`config.mk`:
```
export PLATFORM = sky130hd
export DESIGN_NAME = ied_ctrl
export DESIGN_NICKNAME = d
export VERILOG_FILES = /design/src/hdl/ied_pkg.sv /design/src/hdl/ied_arb_if.sv /design/src/hdl/ied_arbiter.sv /design/src/hdl/ied_ctrl.sv /design/src/hdl/ied_mcyc_div.sv
export SDC_FILE = /design/constraint.sdc
export NUM_CORES = 1
export LEC_CHECK = 0
export BUFFER_PORTS_ARGS = -buffer_cell sky130_fd_sc_hd__buf_4
export CAP_MARGIN = 40
export CORE_MARGIN = 2
export CORE_UTILIZATION = 61
export CTS_CLUSTER_DIAMETER = 50
export DETAILED_ROUTE_END_ITERATION = 12
export GPL_TIMING_DRIVEN = 0
export PLACE_DENSITY_LB_ADDON = 0.15
export SETUP_SLACK_MARGIN = 0.02
export SLEW_MARGIN = 40
export SYNTH_ARGS = -nofsm -noshare
export SYNTH_HDL_FRONTEND = slang
export SYNTH_SLANG_ARGS = --single-unit
```
`constraint.sdc`:
```
create_clock -name pclk -period 37.5 [get_ports pclk]
set_input_delay 3.75 -clock pclk [delete_from_list [all_inputs] [get_ports pclk]]
set_output_delay 3.75 -clock pclk [all_outputs]
set_load 0.02 [all_outputs]
```
`src/hdl/ied_pkg.sv`:
```
// package: register map, field positions, resets and timing of the block
package ied_pkg;
    localparam int NSRC = 11;
    // register indices, byte address is four times the index
    localparam logic [7:0] IDX_TCTL_FLAGS = 8'h88;
    localparam logic [7:0] IDX_AES_FLAGS  = 8'h98;
    localparam logic [7:0] IDX_IEN_THIRD  = 8'h9a;
    localparam logic [7:0] IDX_IRQ_CTL    = 8'ha0;
    localparam logic [7:0] IDX_AUX_FLAGS  = 8'ha1;
    localparam logic [7:0] IDX_PRIO       = 8'ha2;
    localparam logic [7:0] IDX_EVT_STATUS = 8'ha3;
    localparam logic [7:0] IDX_EVT_MASK   = 8'ha4;
    localparam logic [7:0] IDX_DISPATCH   = 8'ha5;
    // reset values
    localparam logic [7:0]  RST_TCTL_FLAGS = 8'h05;
    localparam logic [7:0]  RST_AES_FLAGS  = 8'h00;
    localparam logic [5:0]  RST_IEN_THIRD  = 6'h00;
    localparam logic [7:0]  RST_IRQ_CTL    = 8'h00;
    localparam logic [11:0] RST_PRIO       = 12'h000;
    // field positions
    localparam int POS_GLOBAL_EN   = 7;
    localparam int POS_SER1_RX     = 7;
    localparam int POS_CONV_DONE   = 5;
    localparam int POS_SER0_RX     = 3;
    localparam int POS_RADIO_FIFO  = 1;
    localparam int POS_EVT_TAKEN   = 0;
    localparam int POS_EVT_RETURN  = 1;
    localparam int POS_EVT_HELD    = 2;
    // source index: 0 radio fifo err, 1 converter, 2 serial0 rx,
    // 3 serial1 rx, 4 aes, 5 port two, 6 serial0 tx, 7 serial1 tx,
    // 8 port one, 9 radio general, 10 watchdog
    localparam logic [NSRC-1:0][4:0] SRC_NUM = {
        5'h11, 5'h10, 5'h0f, 5'h0e, 5'h07, 5'h06,
        5'h04, 5'h03, 5'h02, 5'h01, 5'h00};
    localparam logic [NSRC-1:0][2:0] SRC_GRP = {
        3'h5, 3'h0, 3'h4, 3'h3, 3'h2, 3'h1,
        3'h4, 3'h3, 3'h2, 3'h1, 3'h0};
    localparam logic [7:0] VEC_BASE = 8'h03;
    // timing: one machine cycle is MCYC_CLKS clocks
    localparam int MCYC_CLKS   = 4;
    localparam int DETECT_MCYC = 1;
    localparam int CALL_MCYC   = 6;
    localparam logic [2:0] CALL_LAST = 3'(CALL_MCYC - 1);

    typedef enum logic [1:0] {
        IED_IDLE   = 2'b00,
        IED_DETECT = 2'b01,
        IED_CALL   = 2'b11
    } ied_state_type;
endpackage : ied_pkg

```
`src/hdl/ied_arb_if.sv`:
```
// interface: requests and levels to the arbiter, winner back
`timescale 1ns/1ps
interface ied_arb_if;
    import ied_pkg::*;
    logic [NSRC-1:0]      req;
    logic [NSRC-1:0][1:0] lvl;
    logic                 win_valid;
    logic [3:0]           win_idx;
    logic [1:0]           win_lvl;
    modport ctl (output req, output lvl,
                 input win_valid, input win_idx, input win_lvl);
    modport arb (input req, input lvl,
                 output win_valid, output win_idx, output win_lvl);
endinterface : ied_arb_if

```
`src/hdl/ied_arbiter.sv`:
```
// arbiter: highest level wins, lowest source number breaks ties
`timescale 1ns/1ps
module ied_arbiter
    import ied_pkg::*;
(
    ied_arb_if.arb bus
);
    always_comb begin
        bus.win_valid = 1'b0;
        bus.win_idx   = 4'h0;
        bus.win_lvl   = 2'h0;
        // scan downward so an equal level at a lower number replaces
        for (int i = NSRC - 1; i >= 0; i--) begin
            if (bus.req[i] && (!bus.win_valid
                    || bus.lvl[i] >= bus.win_lvl)) begin
                bus.win_valid = 1'b1;
                bus.win_idx   = 4'(i);
                bus.win_lvl   = bus.lvl[i];
            end
        end
    end
endmodule : ied_arbiter

```
`src/hdl/ied_ctrl.sv`:
```
// interrupt enable, flag and dispatch controller with apb registers
//
// Decided for this implementation: the APB interface to the registers.
`timescale 1ns/1ps
// Behaviour
// - third enable register holds six source enables
// - taken interrupt jumps to its fixed vector
// - only strictly higher level preempts a service
// - return ends service, resumes interrupted code
// - flag sets on condition, enabled or not
// - enabled flag forces long call next cycle
// - blocked request waits until it is highest
// - latency seven machine cycles: detect plus six
// - serial1 receive flag, cleared on vectoring
// - converter done flag, cleared on vectoring
// - serial0 receive flag, cleared on vectoring
// - radio fifo error flag, cleared on vectoring
// - flag bits two and zero reset to one
// - two writable aes flags request service
// - aes request sets both flags together
// - global enable gates every source
// - six groups, each one of four levels
module ied_ctrl
    import ied_pkg::*;
(
    input  wire logic            pclk,
    input  wire logic            presetn,
    input  wire logic            psel,
    input  wire logic            penable,
    input  wire logic            pwrite,
    input  wire logic [11:0]     paddr,
    input  wire logic [31:0]     pwdata,
    output logic      [31:0]     prdata,
    output logic                 pready,
    output logic                 pslverr,
    input  wire logic [NSRC-1:0] src_event,
    input  wire logic            core_instr_boundary,
    input  wire logic            core_return_from_irq_instr,
    output logic                 core_force_long_call_instr,
    output logic      [7:0]      core_vector,
    output logic                 core_irq_entry,
    output logic                 core_return_ack,
    output logic                 irq_out
);
    ied_arb_if     arb ();
    ied_state_type state;
    ied_state_type next_state;

    logic [7:0]  timer_ctl_irq_flags;
    logic [7:0]  aes_irq_flags;
    logic [5:0]  irq_enable_third;
    logic [7:0]  irq_ctl;
    logic [5:0]  aux_flags;
    logic [11:0] prio;
    logic [2:0]  evt_status;
    logic [2:0]  evt_mask;
    logic [3:0]  insvc;
    logic [3:0]  act_idx;
    logic [1:0]  act_lvl;
    logic [2:0]  call_cnt;
    logic        tick;

    ied_mcyc_div u_div (
        .pclk    (pclk),
        .presetn (presetn),
        .tick    (tick)
    );

    ied_arbiter u_arb (
        .bus (arb.arb)
    );

    // apb decode
    logic [7:0]  reg_idx;
    logic        addr_ok;
    logic        hit;
    logic        wr;
    logic        setup;
    logic [31:0] rd_mux;
    logic        wr_tctl;
    logic        wr_aes;
    logic        wr_ien;
    logic        wr_ctl;
    logic        wr_aux;
    logic        wr_prio;
    logic        wr_status;
    logic        wr_mask;

    assign reg_idx  = paddr[9:2];
    assign addr_ok  = (paddr[1:0] == 2'b00) && (paddr[11:10] == 2'b00);
    assign hit      = addr_ok && (reg_idx == IDX_TCTL_FLAGS
                   || reg_idx == IDX_AES_FLAGS || reg_idx == IDX_IEN_THIRD
                   || (reg_idx >= IDX_IRQ_CTL && reg_idx <= IDX_DISPATCH));
    assign setup    = psel && !penable;
    assign wr       = psel && penable && pwrite && hit;
    assign pready   = 1'b1;
    assign pslverr  = psel && penable && !hit;
    assign wr_tctl  = wr && reg_idx == IDX_TCTL_FLAGS;
    assign wr_aes   = wr && reg_idx == IDX_AES_FLAGS;
    assign wr_ien   = wr && reg_idx == IDX_IEN_THIRD;
    assign wr_ctl   = wr && reg_idx == IDX_IRQ_CTL;
    assign wr_aux   = wr && reg_idx == IDX_AUX_FLAGS;
    assign wr_prio  = wr && reg_idx == IDX_PRIO;
    assign wr_status = wr && reg_idx == IDX_EVT_STATUS;
    assign wr_mask  = wr && reg_idx == IDX_EVT_MASK;

    always_comb begin
        rd_mux = 32'h0;
        if (!addr_ok) begin
            rd_mux = 32'h0;
        end else if (reg_idx == IDX_TCTL_FLAGS) begin
            rd_mux = {24'h0, timer_ctl_irq_flags};
        end else if (reg_idx == IDX_AES_FLAGS) begin
            rd_mux = {24'h0, aes_irq_flags};
        end else if (reg_idx == IDX_IEN_THIRD) begin
            rd_mux = {26'h0, irq_enable_third};
        end else if (reg_idx == IDX_IRQ_CTL) begin
            rd_mux = {24'h0, irq_ctl};
        end else if (reg_idx == IDX_AUX_FLAGS) begin
            rd_mux = {26'h0, aux_flags};
        end else if (reg_idx == IDX_PRIO) begin
            rd_mux = {20'h0, prio};
        end else if (reg_idx == IDX_EVT_STATUS) begin
            rd_mux = {29'h0, evt_status};
        end else if (reg_idx == IDX_EVT_MASK) begin
            rd_mux = {29'h0, evt_mask};
        end else if (reg_idx == IDX_DISPATCH) begin
            rd_mux = {22'h0, state, insvc, act_idx};
        end
    end

    // read data is captured in the setup phase, so no wait state is needed
    always_ff @(posedge pclk or negedge presetn) begin
        if (!presetn) begin
            prdata <= 32'h0;
        end else if (setup) begin
            prdata <= rd_mux;
        end
    end

    // per-source pending flag, enable and level
    logic [NSRC-1:0] pend;
    logic [NSRC-1:0] src_en;
    logic            global_en;
    logic            entry_go;
    logic [NSRC-1:0] hw_clr;

    assign global_en = irq_ctl[POS_GLOBAL_EN];
    assign pend   = {aux_flags[5], aux_flags[0], aux_flags[4], aux_flags[3],
                     aux_flags[2], aux_flags[1], |aes_irq_flags[1:0],
                     timer_ctl_irq_flags[POS_SER1_RX],
                     timer_ctl_irq_flags[POS_SER0_RX],
                     timer_ctl_irq_flags[POS_CONV_DONE],
                     timer_ctl_irq_flags[POS_RADIO_FIFO]};
    assign src_en = {irq_enable_third[5], irq_enable_third[0],
                     irq_enable_third[4], irq_enable_third[3],
                     irq_enable_third[2], irq_enable_third[1],
                     irq_ctl[4:0]};

    genvar g;
    generate
        for (g = 0; g < NSRC; g++) begin : g_src
            assign arb.req[g] = pend[g] && src_en[g] && global_en;
            assign arb.lvl[g] = prio[2*SRC_GRP[g] +: 2];
            assign hw_clr[g]  = entry_go && act_idx == 4'(g);
        end
    endgenerate

    // preemption gate against the highest level now in service
    logic [1:0] cur_lvl;
    logic       may_take;
    logic       accept;
    logic       held;

    assign cur_lvl  = insvc[3] ? 2'd3 : insvc[2] ? 2'd2 :
                      insvc[1] ? 2'd1 : 2'd0;
    assign may_take = (insvc == 4'h0) || (arb.win_lvl > cur_lvl);
    assign accept   = tick && state == IED_IDLE && arb.win_valid
                   && may_take && core_instr_boundary;
    assign held     = arb.win_valid && !may_take;
    assign entry_go = tick && state == IED_CALL && call_cnt == CALL_LAST;

    logic [7:0] next_tctl;
    logic [7:0] next_aes;
    logic [5:0] next_aux;
    logic [7:0] tctl_base;

    // flag registers: an event in a clear cycle wins
    always_ff @(posedge pclk or negedge presetn) begin
        if (!presetn) begin
            timer_ctl_irq_flags <= RST_TCTL_FLAGS;
            aes_irq_flags       <= RST_AES_FLAGS;
            aux_flags           <= 6'h00;
        end else begin
            timer_ctl_irq_flags <= next_tctl;
            aes_irq_flags       <= next_aes;
            aux_flags           <= next_aux;
        end
    end

    assign tctl_base = wr_tctl ? pwdata[7:0] : timer_ctl_irq_flags
        & ~{hw_clr[3], 1'b0, hw_clr[1], 1'b0, hw_clr[2], 1'b0,
            hw_clr[0], 1'b0};
    assign next_tctl = tctl_base
        | {src_event[3], 1'b0, src_event[1], 1'b0, src_event[2], 1'b0,
           src_event[0], 1'b0};
    assign next_aes = (wr_aes ? pwdata[7:0] : aes_irq_flags)
        | {6'h00, {2{src_event[4]}}};
    assign next_aux = (wr_aux ? pwdata[5:0] : aux_flags)
        | {src_event[10], src_event[8], src_event[7], src_event[6],
           src_event[5], src_event[9]};

    // software controlled registers
    always_ff @(posedge pclk or negedge presetn) begin
        if (!presetn) begin
            irq_enable_third <= RST_IEN_THIRD;
            irq_ctl          <= RST_IRQ_CTL;
            prio             <= RST_PRIO;
            evt_mask         <= 3'h0;
        end else begin
            if (wr_ien) irq_enable_third <= pwdata[5:0];
            if (wr_ctl) irq_ctl <= pwdata[7:0] & 8'h9f;
            if (wr_prio) prio <= pwdata[11:0];
            if (wr_mask) evt_mask <= pwdata[2:0];
        end
    end

    // dispatch sequence, one step per machine cycle
    always_comb begin
        next_state = state;
        case (state)
            IED_IDLE: begin
                if (accept) next_state = IED_DETECT;
            end
            IED_DETECT: begin
                if (tick) next_state = IED_CALL;
            end
            IED_CALL: begin
                if (entry_go) next_state = IED_IDLE;
            end
            default: begin
                next_state = IED_IDLE;
            end
        endcase
    end

    always_ff @(posedge pclk or negedge presetn) begin
        if (!presetn) begin
            state    <= IED_IDLE;
            call_cnt <= 3'h0;
            act_idx  <= 4'h0;
            act_lvl  <= 2'h0;
        end else begin
            state <= next_state;
            if (accept) begin
                act_idx <= arb.win_idx;
                act_lvl <= arb.win_lvl;
            end
            if (state != IED_CALL) call_cnt <= 3'h0;
            else if (tick) call_cnt <= call_cnt + 3'h1;
        end
    end

    // in-service levels; return drops the highest one
    logic [3:0] top_bit;
    assign top_bit = insvc[3] ? 4'h8 : insvc[2] ? 4'h4 :
                     insvc[1] ? 4'h2 : insvc[0] ? 4'h1 : 4'h0;

    always_ff @(posedge pclk or negedge presetn) begin
        if (!presetn) begin
            insvc           <= 4'h0;
            core_vector     <= 8'h00;
            core_irq_entry  <= 1'b0;
            core_return_ack <= 1'b0;
        end else begin
            core_irq_entry  <= entry_go;
            core_return_ack <= core_return_from_irq_instr && insvc != 4'h0;
            if (entry_go) insvc <= insvc | (4'h1 << act_lvl);
            else if (core_return_from_irq_instr) insvc <= insvc & ~top_bit;
            if (accept) begin
                core_vector <= VEC_BASE
                    + {SRC_NUM[arb.win_idx], 3'b000};
            end
        end
    end

    assign core_force_long_call_instr = (state == IED_CALL);

    // block events: sticky, write one to clear, set wins
    logic [2:0] evt_set;
    assign evt_set = {held, core_return_from_irq_instr && insvc != 4'h0, entry_go};

    always_ff @(posedge pclk or negedge presetn) begin
        if (!presetn) begin
            evt_status <= 3'h0;
            irq_out    <= 1'b0;
        end else begin
            evt_status <= (evt_status & ~(wr_status ? pwdata[2:0] : 3'h0))
                        | evt_set;
            irq_out    <= |(evt_status & evt_mask);
        end
    end
endmodule : ied_ctrl

```
`src/hdl/ied_mcyc_div.sv`:
```
// machine cycle divider: one-cycle tick every MCYC_CLKS clocks
`timescale 1ns/1ps
module ied_mcyc_div
    import ied_pkg::*;
(
    input  wire logic pclk,
    input  wire logic presetn,
    output logic      tick
);
    logic [3:0] count;
    logic       wrap;

    assign wrap = (count == 4'(MCYC_CLKS - 1));
    assign tick = wrap;

    always_ff @(posedge pclk or negedge presetn) begin
        if (!presetn) begin
            count <= 4'h0;
        end else begin
            count <= wrap ? 4'h0 : count + 4'h1;
        end
    end
endmodule : ied_mcyc_div

```
==> reports/metrics.csv, run 1 <==
metric,value,unit
grt_max_degree,93,
die_area,10100,um2
grt_overflow,0,
post-cts-setup-buffers,0,
post-route-min-period,16.90,ns
p_sw,0.04986,mW
synth_top_area_share,39.63,%
htree_levels,3,
drive_above_1_share,23.31,%
yosys_most_used_dff,dfrtp_1,
synth_area_leaders,"dfrtp_1 40%, mux2_2 7.7%, ha_1 5.1%",
finalNetCount,788,
worst_pin_slew,0.8264,ns
outcome,completed,
vdd_ir_drop_max,0.01793,mV
port_buffers,65,
required,37.77,ns
grt_pass1_vias,5023,
routabilityCongestion,0.9655,
fp.dieW,100.5,um
initial_utilization,62.09,%
final_max_slew_viol_count,0,
crit_top_cell,ha_1,
fin_ws,20.60,ns
fp.coreArea,9153,um2
cts_root_buffer,clkbuf_8,
setup_violations,0,
hp-class,reg2reg,
syn_area,5683,um2
grt_pass1_wl,25500,um
comb_power_share,7.5,%
pin_count,108,
grt_use_total,33.05,%
yosys.cell_types.count,68,
synth_edf_count,0,
yosysWarnings,0,
cp-end-kind,flip-flop,
dr.first_iter.drc_count,391,
dp_slack,20.90,ns
post-route-drc-count,0,
power_density,27.45,nW/um2
fin_skew,0.01714,ns
antenna_left,0,
clkTransAtPathRegs,0.10,ns
cts_tree,done,
num_rows,35,
clockBufferDepth,2,
slew-limit-headroom,44.90,%
finalCritPeriodShare,45.07,%
mostFrequentLayoutCells,"90 x dfrtp_1, 89 x buf_4, 65 x nand2_1, 52 x nor2_1, 39 x mux2_2",
fmax,59.17,MHz
synthArstFlopShare,100.0,%
hold_viol,0,
numCtsBuffers,9,
die_h,100.5,um
num_vias,5141,
insertion_delay,0.38,ns
cp-start-kind,flip-flop,
rsz0062_at_grt,false,
synth.largest_area_cell,dfrtp_1,
max_stage_delay,0.45,ns
synth_seq_cells,92,
area_delta_synth_final,16.36,%
mostFrequentLayoutCell,dfrtp_1,
dr.pass1.iters,5,
pwr-share-clk,37.9,%
vias_per_cell,6.277,
cts_hold_buf,0,
power.leakage,3.130,nW
ys_seq_area_share,40.55,%
power_frac_seq,54.7,%
switching_share,27.47,%
arrival,17.17,ns
crit_type,reg2reg,
antenna_found_initial,0,
post_cts_resized,0,
drt_wl_total,16150,um
wl_per_cell,19.72,um
utilization,72.25,%
postSynthAreaPerCell,9.393,um2
max_cap_violations,0,
synthCells,605,
power.internal,0.1316,mW
critPathMaxFanout,10,
diodes,0,
post-dp-hpwl,12430,um
cp_slowest_cell,o21ai_1,
setup-tns-final,0,ns
clkSinkCount,92,
## metrics by stage
stage | power (mW) | hold slack [ns] | instances | area [um2]
6_report | 0.1815 | 0.4726 | 819 | 6613
5_1_grt | 0.1869 | 0.4966 | 819 | 6613
4_1_cts | 0.1821 | 0.4729 | 818 | 6603
3_5_place_dp | 0.1145 | 0.4603 | 802 | 6397
3_3_place_gp | 0.1142 | 0.4464 | 801 | 6385
2_1_floorplan | 0.1071 | 0.4331 | 625 | 5758
## worst max-delay path: cells and delay by family, from the launching register on
kind	cells	cell delay, ns
buf+inv	6	1.53
mux	1	0.36
fa+ha+maj	11	3.07
compound gates	30	7.35
simple gates	26	4.08
flops	1	0.36
## final timing paths
check	end	startpoint	cells past startpoint	slack, ns
setup / recovery	core_vector[3]$_DFFE_PN0P_	irq_ctl[7]$_DFFE_PN0P_	74	20.60
hold reg to reg	u_div.count[0]$_DFF_PN0_	u_div.count[0]$_DFF_PN0_	1	0.47
max in group asynchronous	prio[8]$_DFFE_PN0P_	presetn	1	33.58
setup reg to reg	core_vector[3]$_DFFE_PN0P_	irq_ctl[7]$_DFFE_PN0P_	74	20.60
min in group asynchronous	u_div.count[3]$_DFF_PN0_	presetn	1	3.41
hold / removal	u_div.count[0]$_DFF_PN0_	u_div.count[0]$_DFF_PN0_	1	0.47
## Yosys cell counts, drive strengths merged, types with 4 or more instances
cell and number:
a211o 12, a211oi 6, a21o 7, a21oi 28, a221oi 9, a222oi 6, a22o 7, and2 5
and3 6, buf 27, clkbuf 13, dfrtp 90, ha 23, inv 28, mux2 39, mux2i 5
nand2 65, nand2b 18, nand3 20, nand3b 4, nand4 10, nor2 52, nor2b 5, nor3 6
nor3b 5, o211ai 5, o21ai 35, o22a 4, o22ai 4, o31a 4, o31ai 9, or2 5
## kinds of logic (layout without fill, tap and decap cells)
kind of cell / count (synthesis) / after routing / share of synthesized area, %
AND/OR/NAND/NOR: 213 / 213 / 18.41
other: 2 / 22 / 0.1321
XOR/XNOR: 3 / 3 / 0.4624
buffers and inverters: 68 / 151 / 6.253
multiplexers: 44 / 44 / 8.609
flip-flops: 92 / 92 / 40.55
adder cells (fa/ha/maj): 23 / 23 / 5.064
AO/OA/AOI/OAI: 160 / 160 / 20.52
## area by class of cell
cell class / count / area [um2]
clock inverters: 7 / 81.33
well taps: 111 / 138.9
repair buffers: 67 / 505.5
clock buffers: 9 / 123.9
multi-input cells: 465 / 3103
inverters: 28 / 105.1
fillers: 720 / 2540
flip-flops and latches: 92 / 2305
plain buffers: 40 / 250.2
## layer usage
layer  up-vias  routed length, um  GRT usage (%)
met3        32               1174          5.270
met5         -                  0              0
met2       239               7644          53.48
met4         0                450          12.96
li1       2385                  -              -
met1      2485               6878          44.83
## flip-flops by register name, indices dropped and copies added, names as in the netlist
name / cells
core_irq_entry: 1
core_vector: 6
irq_ctl: 6
irq_enable_third: 6
insvc: 4
act_idx: 4
prdata: 12
aes_irq_flags: 8
prio: 12
evt_mask: 3
core_return_ack: 1
state: 2
irq_out: 1
evt_status: 3
u_div.count: 4
aux_flags: 6
call_cnt: 3
act_lvl: 2
timer_ctl_irq_flags: 8
## power groups by stage
stage / registers (mW) / logic, mW / clock network, mW
after floorplan: 0.101 / 0.00589 / 0
after global placement: 0.101 / 0.0131 / 0
after detailed placement: 0.101 / 0.0133 / 0
after CTS: 0.0992 / 0.0133 / 0.0696
after global routing: 0.0992 / 0.0147 / 0.0729
final: 0.0992 / 0.0135 / 0.0688
Note: power is estimated with default switching activity, not from simulation.
==> inputs of run 2 (changes only) <==
--- a/config.mk
+++ b/config.mk
@@ -5,10 +5,11 @@
 export SDC_FILE = /design/constraint.sdc
 export NUM_CORES = 1
 export LEC_CHECK = 0
+export ABC_AREA = 1
 export BUFFER_PORTS_ARGS = -buffer_cell sky130_fd_sc_hd__buf_4
 export CAP_MARGIN = 40
 export CORE_MARGIN = 2
-export CORE_UTILIZATION = 61
+export CORE_UTILIZATION = 51
 export CTS_CLUSTER_DIAMETER = 50
 export DETAILED_ROUTE_END_ITERATION = 12
 export GPL_TIMING_DRIVEN = 0
==> constraint.sdc (replaced) <==
create_clock -name pclk -period 13.65 [get_ports pclk]
set_input_delay 1.365 -clock pclk [delete_from_list [all_inputs] [get_ports pclk]]
set_output_delay 1.365 -clock pclk [all_outputs]
set_load 0.02 [all_outputs]
==> reports/metrics.csv, run 2 <==
metric,value,unit,change
max_cap_violations,0,,unchanged
cp_slowest_cell,dfrtp_1,,
crit_type,reg2reg,,
grt_pass1_wl,24300,um,-4.7%
max_stage_delay,0.56,ns,+0.11 ns
min_delay_worst_endpoint,call_cnt[2]$_DFFE_PN0P_,,
power.internal,0.3955,mW,+200%
dp_slack,2.283,ns,-18.62 ns
num_vias,5116,,-0.49%
hold_path_depth,1,,unchanged
rr_endpoint,act_idx[1]$_DFFE_PN0P_,,
drive_above_1_share,20.59,%,-2.7 points
power.leakage,3.317,nW,+6.0%
pin_count,108,,unchanged
synth_edf_count,0,,unchanged
die_h,109.2,um,+8.6%
fin_cells,956,,+17%
synth.most_common_cell,nand2_1,,
timing.hold.ws,0.4687,ns,-0.003923 ns
synthArstFlopShare,100.0,%,unchanged
hold_viol,0,,unchanged
cp-end-kind,flip-flop,,
slew-limit-headroom,51.45,%,+6.5 points
clkTransAtPathRegs,0.10,ns,about the same
fmax,87.16,MHz,+47%
setup-tns-final,0,ns,unchanged
reg2reg_depth,76,,+2.7%
cts_hold_buf,0,,unchanged
wl_per_cell,15.74,um,-20%
port_buffers,65,,unchanged
grt_max_degree,93,,unchanged
final_max_slew_viol_count,0,,unchanged
post-dp-hpwl,11850,um,-4.7%
dr.pass1.iters,5,,unchanged
diodes,0,,unchanged
synth.largest_area_cell,dfrtp_1,,
arrival,11.72,ns,-5.45 ns
post-route-min-period,11.47,ns,-5.428 ns
top_regs,"prdata x12, prio x12",,
fp.dieW,109.2,um,+8.6%
antenna_left,0,,unchanged
hp-class,reg2reg,,
cts_tree,done,,
yosys-top-cells-count,"133 x nand2_1, 110 x inv_1, 90 x dfrtp_1",,
finalNetCount,896,,+14%
required,13.90,ns,-23.87 ns
worstHoldStart,call_cnt[2]$_DFFE_PN0P_,,
p_sw,0.1609,mW,+220%
synth_seq_cells,92,,unchanged
p_total,0.5564,mW,+210%
power_frac_seq,51.6,%,-3.1 points
reg2reg_from,irq_ctl[7]$_DFFE_PN0P_,,
vdd_ir_drop_max,0.05920,mV,+230%
outcome,completed,,
insertion_delay,0.38,ns,about the same
worst_pin_slew,0.7227,ns,-0.1038 ns
grt_pass1_vias,4910,,-2.2%
post-route-drc-count,0,,unchanged
clockBufferDepth,2,,unchanged
num_rows,38,,+8.6%
fin_ws,2.177,ns,-18.42 ns
post_cts_resized,0,,unchanged
mostFrequentLayoutCells,"133 x nand2_1, 110 x inv_1, 90 x dfrtp_1, 88 x buf_4, 81 x o21ai_0",,
routabilityCongestion,0.9187,,-4.8%
initial_utilization,52.25,%,-9.8 points
grt_use_total,26.93,%,-6.1 points
pwr-share-clk,34.7,%,-3.2 points
ys_seq_area_share,40.87,%,+0.31 points
yosys.cell_types.count,47,,-31%
finalCritPeriodShare,84.05,%,+39 points
postSynthAreaPerCell,7.887,um2,-16%
placed_cells_incl_taps,940,,+17%
yosys_most_used_dff,dfrtp_1,,
setup_violations,0,,unchanged
fp.coreArea,10790,um2,+18%
grt_overflow,0,,unchanged
dr.first_iter.drc_count,365,,-6.6%
die_area,11910,um2,+18%
power_density,84.36,nW/um2,+210%
synth_area_leaders,"dfrtp_1 40%, nand2_1 8.9%, inv_1 7.3%",,
comb_power_share,13.7,%,+6.2 points
htree_levels,3,,unchanged
critPathMaxFanout,10,,unchanged
drt_wl_total,15050,um,-6.8%
clkSinkCount,92,,unchanged
post-cts-setup-buffers,0,,unchanged
area_delta_synth_final,16.95,%,
rrSetupSlack,2.18,ns,-18.42 ns
antenna_found_initial,0,,unchanged
cp-start-kind,flip-flop,,
vias_per_cell,5.351,,-15%
yosysWarnings,0,,unchanged
switching_share,28.92,%,+1.4 points
cts_root_buffer,clkbuf_8,,
synth_top_area_share,39.94,%,+0.31 points
syn_area,5639,um2,-0.77%
rsz0062_at_grt,false,,
synthCells,715,,+18%
numCtsBuffers,9,,unchanged
mostFrequentLayoutCell,nand2_1,,
fin_skew,0.009673,ns,-0.007469 ns
-- run 2: cell count changes in the layout (fill, tap and decap cells not counted), moves of 9 or more --
cell,change
nand2_1,+68
nand3_2,+9
inv_1,+82
nand2_2,+19
o21ai_0,+50
mux2_2,-33
nand2b_1,-18
nand3_1,+23
a211o_1,-11
-- run 2: power groups by stage --
stage | Combinational (mW) | Sequential, mW | Clock (mW)
finish | 0.0764 | 0.287 | 0.193
global route | 0.0838 | 0.288 | 0.209
floorplan | 0.0361 | 0.294 | 0
CTS | 0.0763 | 0.287 | 0.196
detailed placement | 0.0762 | 0.292 | 0
global placement | 0.0741 | 0.292 | 0
-- run 2: worst max-delay path: cells and delay by family, from the launching register on --
| family | cells | cell delay, ns |
|---|---|---|
| simple gates | 43 | 5.23 |
| fa+ha+maj | 11 | 2.86 |
| compound gates | 16 | 2.13 |
| buf+inv | 6 | 0.59 |
| flops | 1 | 0.56 |
-- run 2: per-stage QoR --
step | area, um2 | util [%]
finish | 6595 | 61.11
global route | 6595 | 61.11
CTS | 6586 | 61.02
detailed placement | 6381 | 59.12
global placement | 6377 | 59.09
floorplan | 5714 | -
-- run 2: area by class of cell --
type	instances	area (um2)
Sequential cell	92	2305
Fill cell	988	4198
Clock buffer	9	123.9
Inverter	114	427.9
Clock inverter	7	81.33
Timing Repair Buffer	65	494.2
Tap cell	140	175.2
Multi-Input combinational cell	497	2776
Buffer	32	211.5
-- run 2: layer usage --
metal,share of wire [%],GRT usage [%],vias up
met5,0,0,-
met4,2.8,10.62,0
met3,6.3,4.244,35
met2,47,43.61,159
met1,44,36.18,2396
li1,-,-,2526
-- run 2: kinds of logic after synthesis --
| logic type | count (synthesis) | synth area share [%] |
|---|---|---|
| buffers and inverters | 146 | 11.34 |
| flip-flops | 92 | 40.87 |
| AO/OA/AOI/OAI | 155 | 16.51 |
| AND/OR/NAND/NOR | 290 | 24.69 |
| multiplexers | 6 | 1.198 |
| other | 2 | 0.1332 |
| XOR/XNOR | 1 | 0.1553 |
| adder cells (fa/ha/maj) | 23 | 5.103 |
-- run 2: how the worst max path moves through the flow --
stage	startpoint	end	slack [ns]
2_1_floorplan	irq_ctl[7]$_DFFE_PN0P_	core_vector[1]$_DFFE_PN0P_	3.65
3_3_place_gp	irq_ctl[7]$_DFFE_PN0P_	act_idx[1]$_DFFE_PN0P_	2.65
3_5_place_dp	irq_ctl[7]$_DFFE_PN0P_	act_idx[1]$_DFFE_PN0P_	2.28
4_1_cts	irq_ctl[7]$_DFFE_PN0P_	act_idx[1]$_DFFE_PN0P_	2.22
5_1_grt	irq_ctl[7]$_DFFE_PN0P_	act_idx[1]$_DFFE_PN0P_	0.99
6_report	irq_ctl[7]$_DFFE_PN0P_	act_idx[1]$_DFFE_PN0P_	2.18
==> inputs of run 3 (changes only) <==
--- a/config.mk
+++ b/config.mk
@@ -9,7 +9,7 @@
 export BUFFER_PORTS_ARGS = -buffer_cell sky130_fd_sc_hd__buf_4
 export CAP_MARGIN = 40
 export CORE_MARGIN = 2
-export CORE_UTILIZATION = 51
+export CORE_UTILIZATION = 56
 export CTS_CLUSTER_DIAMETER = 50
 export DETAILED_ROUTE_END_ITERATION = 12
 export GPL_TIMING_DRIVEN = 0
==> constraint.sdc (replaced) <==
create_clock -name pclk -period 11.6 [get_ports pclk]
set_input_delay 1.16 -clock pclk [delete_from_list [all_inputs] [get_ports pclk]]
set_output_delay 1.16 -clock pclk [all_outputs]
set_load 0.02 [all_outputs]
==> reports/metrics.csv, run 3 (synthesized netlist as in run 2, its figures left out) <==
metric,value,unit,change
comb_power_share,14.0,%,+0.3 points
initial_utilization,57.69,%,+5.4 points
diodes,0,,unchanged
nFillCells,867,,-12%
grt_use_total,28.44,%,+1.5 points
cts_hold_buf,0,,unchanged
switching_share,27.97,%,-0.94 points
grt_max_degree,93,,unchanged
num_rows,36,,-5.3%
required,11.86,ns,-2.04 ns
wl_per_cell,15.64,um,-0.63%
clockBufferDepth,2,,unchanged
vdd_ir_drop_max,0.08679,mV,+47%
dp_slack,0.2182,ns,-2.065 ns
drt_wl_total,14980,um,-0.43%
min_delay_worst_endpoint,call_cnt[2]$_DFFE_PN0P_,,
finalNetCount,906,,+1.1%
wl_met2,7056,um,-0.94%
ff_latch_area,2306,um2,about the same
rr_endpoint,core_vector[1]$_DFFE_PN0P_,,
post-dp-hpwl,11700,um,-1.2%
post-route-min-period,10.74,ns,-0.7324 ns
fin_ws,0.8598,ns,-1.318 ns
timing.hold.ws,0.4761,ns,+0.007347 ns
hp-class,reg2reg,,
mostFrequentLayoutCell,nand2_1,,
max_stage_delay,0.46,ns,-0.10 ns
die_area,10890,um2,-8.6%
critPathMaxFanout,10,,unchanged
routedLengthMet1,6458,um,-1.6%
insertion_delay,0.38,ns,about the same
pin_count,108,,unchanged
worstHoldStart,call_cnt[2]$_DFFE_PN0P_,,
rrSetupSlack,0.86,ns,-1.32 ns
routabilityCongestion,0.9033,,-1.7%
finalCritPeriodShare,92.59,%,+8.5 points
antenna_found_initial,0,,unchanged
antenna_left,0,,unchanged
startpoint,irq_ctl[7]$_DFFE_PN0P_,,
grt_pass1_vias,5025,,+2.3%
wl_met3,1076,um,+14%
clkTransAtPathRegs,0.09,ns,about the same
port_buffers,65,,unchanged
power_frac_seq,52.7,%,+1.1 points
dr.first_iter.drc_count,502,,+38%
drive_above_1_share,22.55,%,+2.0 points
fp.dieW,104.4,um,-4.4%
power_density,95.90,nW/um2,+14%
fin_skew,0.009463,ns,-0.0002098 ns
slew-limit-headroom,50.01,%,-1.4 points
hold_viol,0,,unchanged
cp_slowest_cell,dfrtp_2,,
pwr-share-clk,33.3,%,-1.4 points
crit_type,reg2reg,,
top_layer,met4,,
htree_levels,3,,unchanged
arrival,11.00,ns,-0.72 ns
post-route-drc-count,0,,unchanged
num_vias,5298,,+3.6%
cp-end-kind,flip-flop,,
numCtsBuffers,9,,unchanged
cp-start-kind,flip-flop,,
outcome,completed,,
reg2reg_depth,77,,+1.3%
p_total,0.6406,mW,+15%
area_delta_synth_final,18.46,%,
reg2reg_from,irq_ctl[7]$_DFFE_PN0P_,,
multi_input_area,2806,um2,+1.1%
mostFrequentLayoutCells,"130 x nand2_1, 109 x inv_1, 98 x buf_4, 89 x dfrtp_1, 75 x o21ai_0",,
max_cap_violations,0,,unchanged
hold_path_depth,1,,unchanged
p_sw,0.1792,mW,+11%
grt_overflow,0,,unchanged
power.internal,0.4614,mW,+17%
worst_pin_slew,0.7430,ns,+0.02038 ns
cts_root_buffer,clkbuf_8,,
die_h,104.4,um,-4.4%
dr.pass1.iters,7,,+2
top_regs,"prdata x12, prio x12",,
clkSinkCount,92,,unchanged
final_max_slew_viol_count,0,,unchanged
cts_tree,done,,
grt_pass1_wl,24580,um,+1.1%
fp.coreArea,9774,um2,-9.4%
power.leakage,3.353,nW,+1.1%
utilization,68.34,%,+7.2 points
fmax,93.11,MHz,+6.8%
vias_per_cell,5.530,,+3.3%
crit_top_cell,ha_1,,
setup_violations,0,,unchanged
-- run 3: changes by cell type in the layout (fill, tap and decap cells not counted), moves of 3 or more --
cell and delta:
o21ai_1 +4, o21ai_0 -6, buf_4 +10, nand2_1 -3
-- run 3: worst max-delay path, delay by kind of cell, from the launching register on --
kind	cells	cell delay (ns)
AND/OR/NAND/NOR	44	5.17
adder cells (fa/ha/maj)	11	2.90
AO/OA/AOI/OAI	14	1.36
buffers and inverters	8	0.70
flip-flops	1	0.46
-- run 3: worst max-delay path by stage --
stage                                       endpoint  slack, ns  cells after the start
after floorplan           core_vector[1]$_DFFE_PN0P_       1.60                     76
after global placement        act_idx[1]$_DFFE_PN0P_       0.63                     76
after detailed placement      act_idx[1]$_DFFE_PN0P_       0.22                     76
after CTS                     act_idx[1]$_DFFE_PN0P_       0.14                     76
after global routing      core_vector[1]$_DFFE_PN0P_      -0.05                     77
final                     core_vector[1]$_DFFE_PN0P_       0.86                     77
-- run 3: power groups by stage --
stage               logic (mW)  clock network [mW]  registers [mW]
finish                  0.0897               0.213           0.338
global route            0.0986               0.234           0.339
CTS                     0.0888               0.216           0.338
detailed placement      0.0885                   0           0.344
global placement        0.0864                   0           0.343
floorplan               0.0425                   0           0.346
-- run 3: stage by stage --
| step | cells | area [um2] | TNS [ns] |
|---|---|---|---|
| 3_3_place_gp | 933 | 6369 | 0 |
| 4_1_cts | 948 | 6563 | 0 |
| 3_5_place_dp | 933 | 6372 | 0 |
| 5_1_grt | 958 | 6680 | -0.2806 |
| 6_report | 958 | 6680 | 0 |
| 2_1_floorplan | 735 | 5714 | 0 |
-- run 3: metal layers --
metal / global-route usage (%) / up-vias
li1: - / 2544
met1: 38.35 / 2522
met2: 47.01 / 204
met3: 3.885 / 28
met4: 10.14 / 0
met5: 0 / -
-- run 3: area by class of cell --
cell class	instances	share of cell area (%)
Buffer	32	3.165
Clock buffer	9	1.854
Clock inverter	6	0.9927
Inverter	114	6.443
Multi-Input combinational cell	497	42.01
Sequential cell	92	34.52
Tap cell	133	2.491
Timing Repair Buffer	75	8.522
-- run 3: timing repair --
action,in CTS,in global routing
gates resized for setup,0,19
setup buffers,0,10
setup endpoints to repair,0,14
hold endpoints to repair,0,0
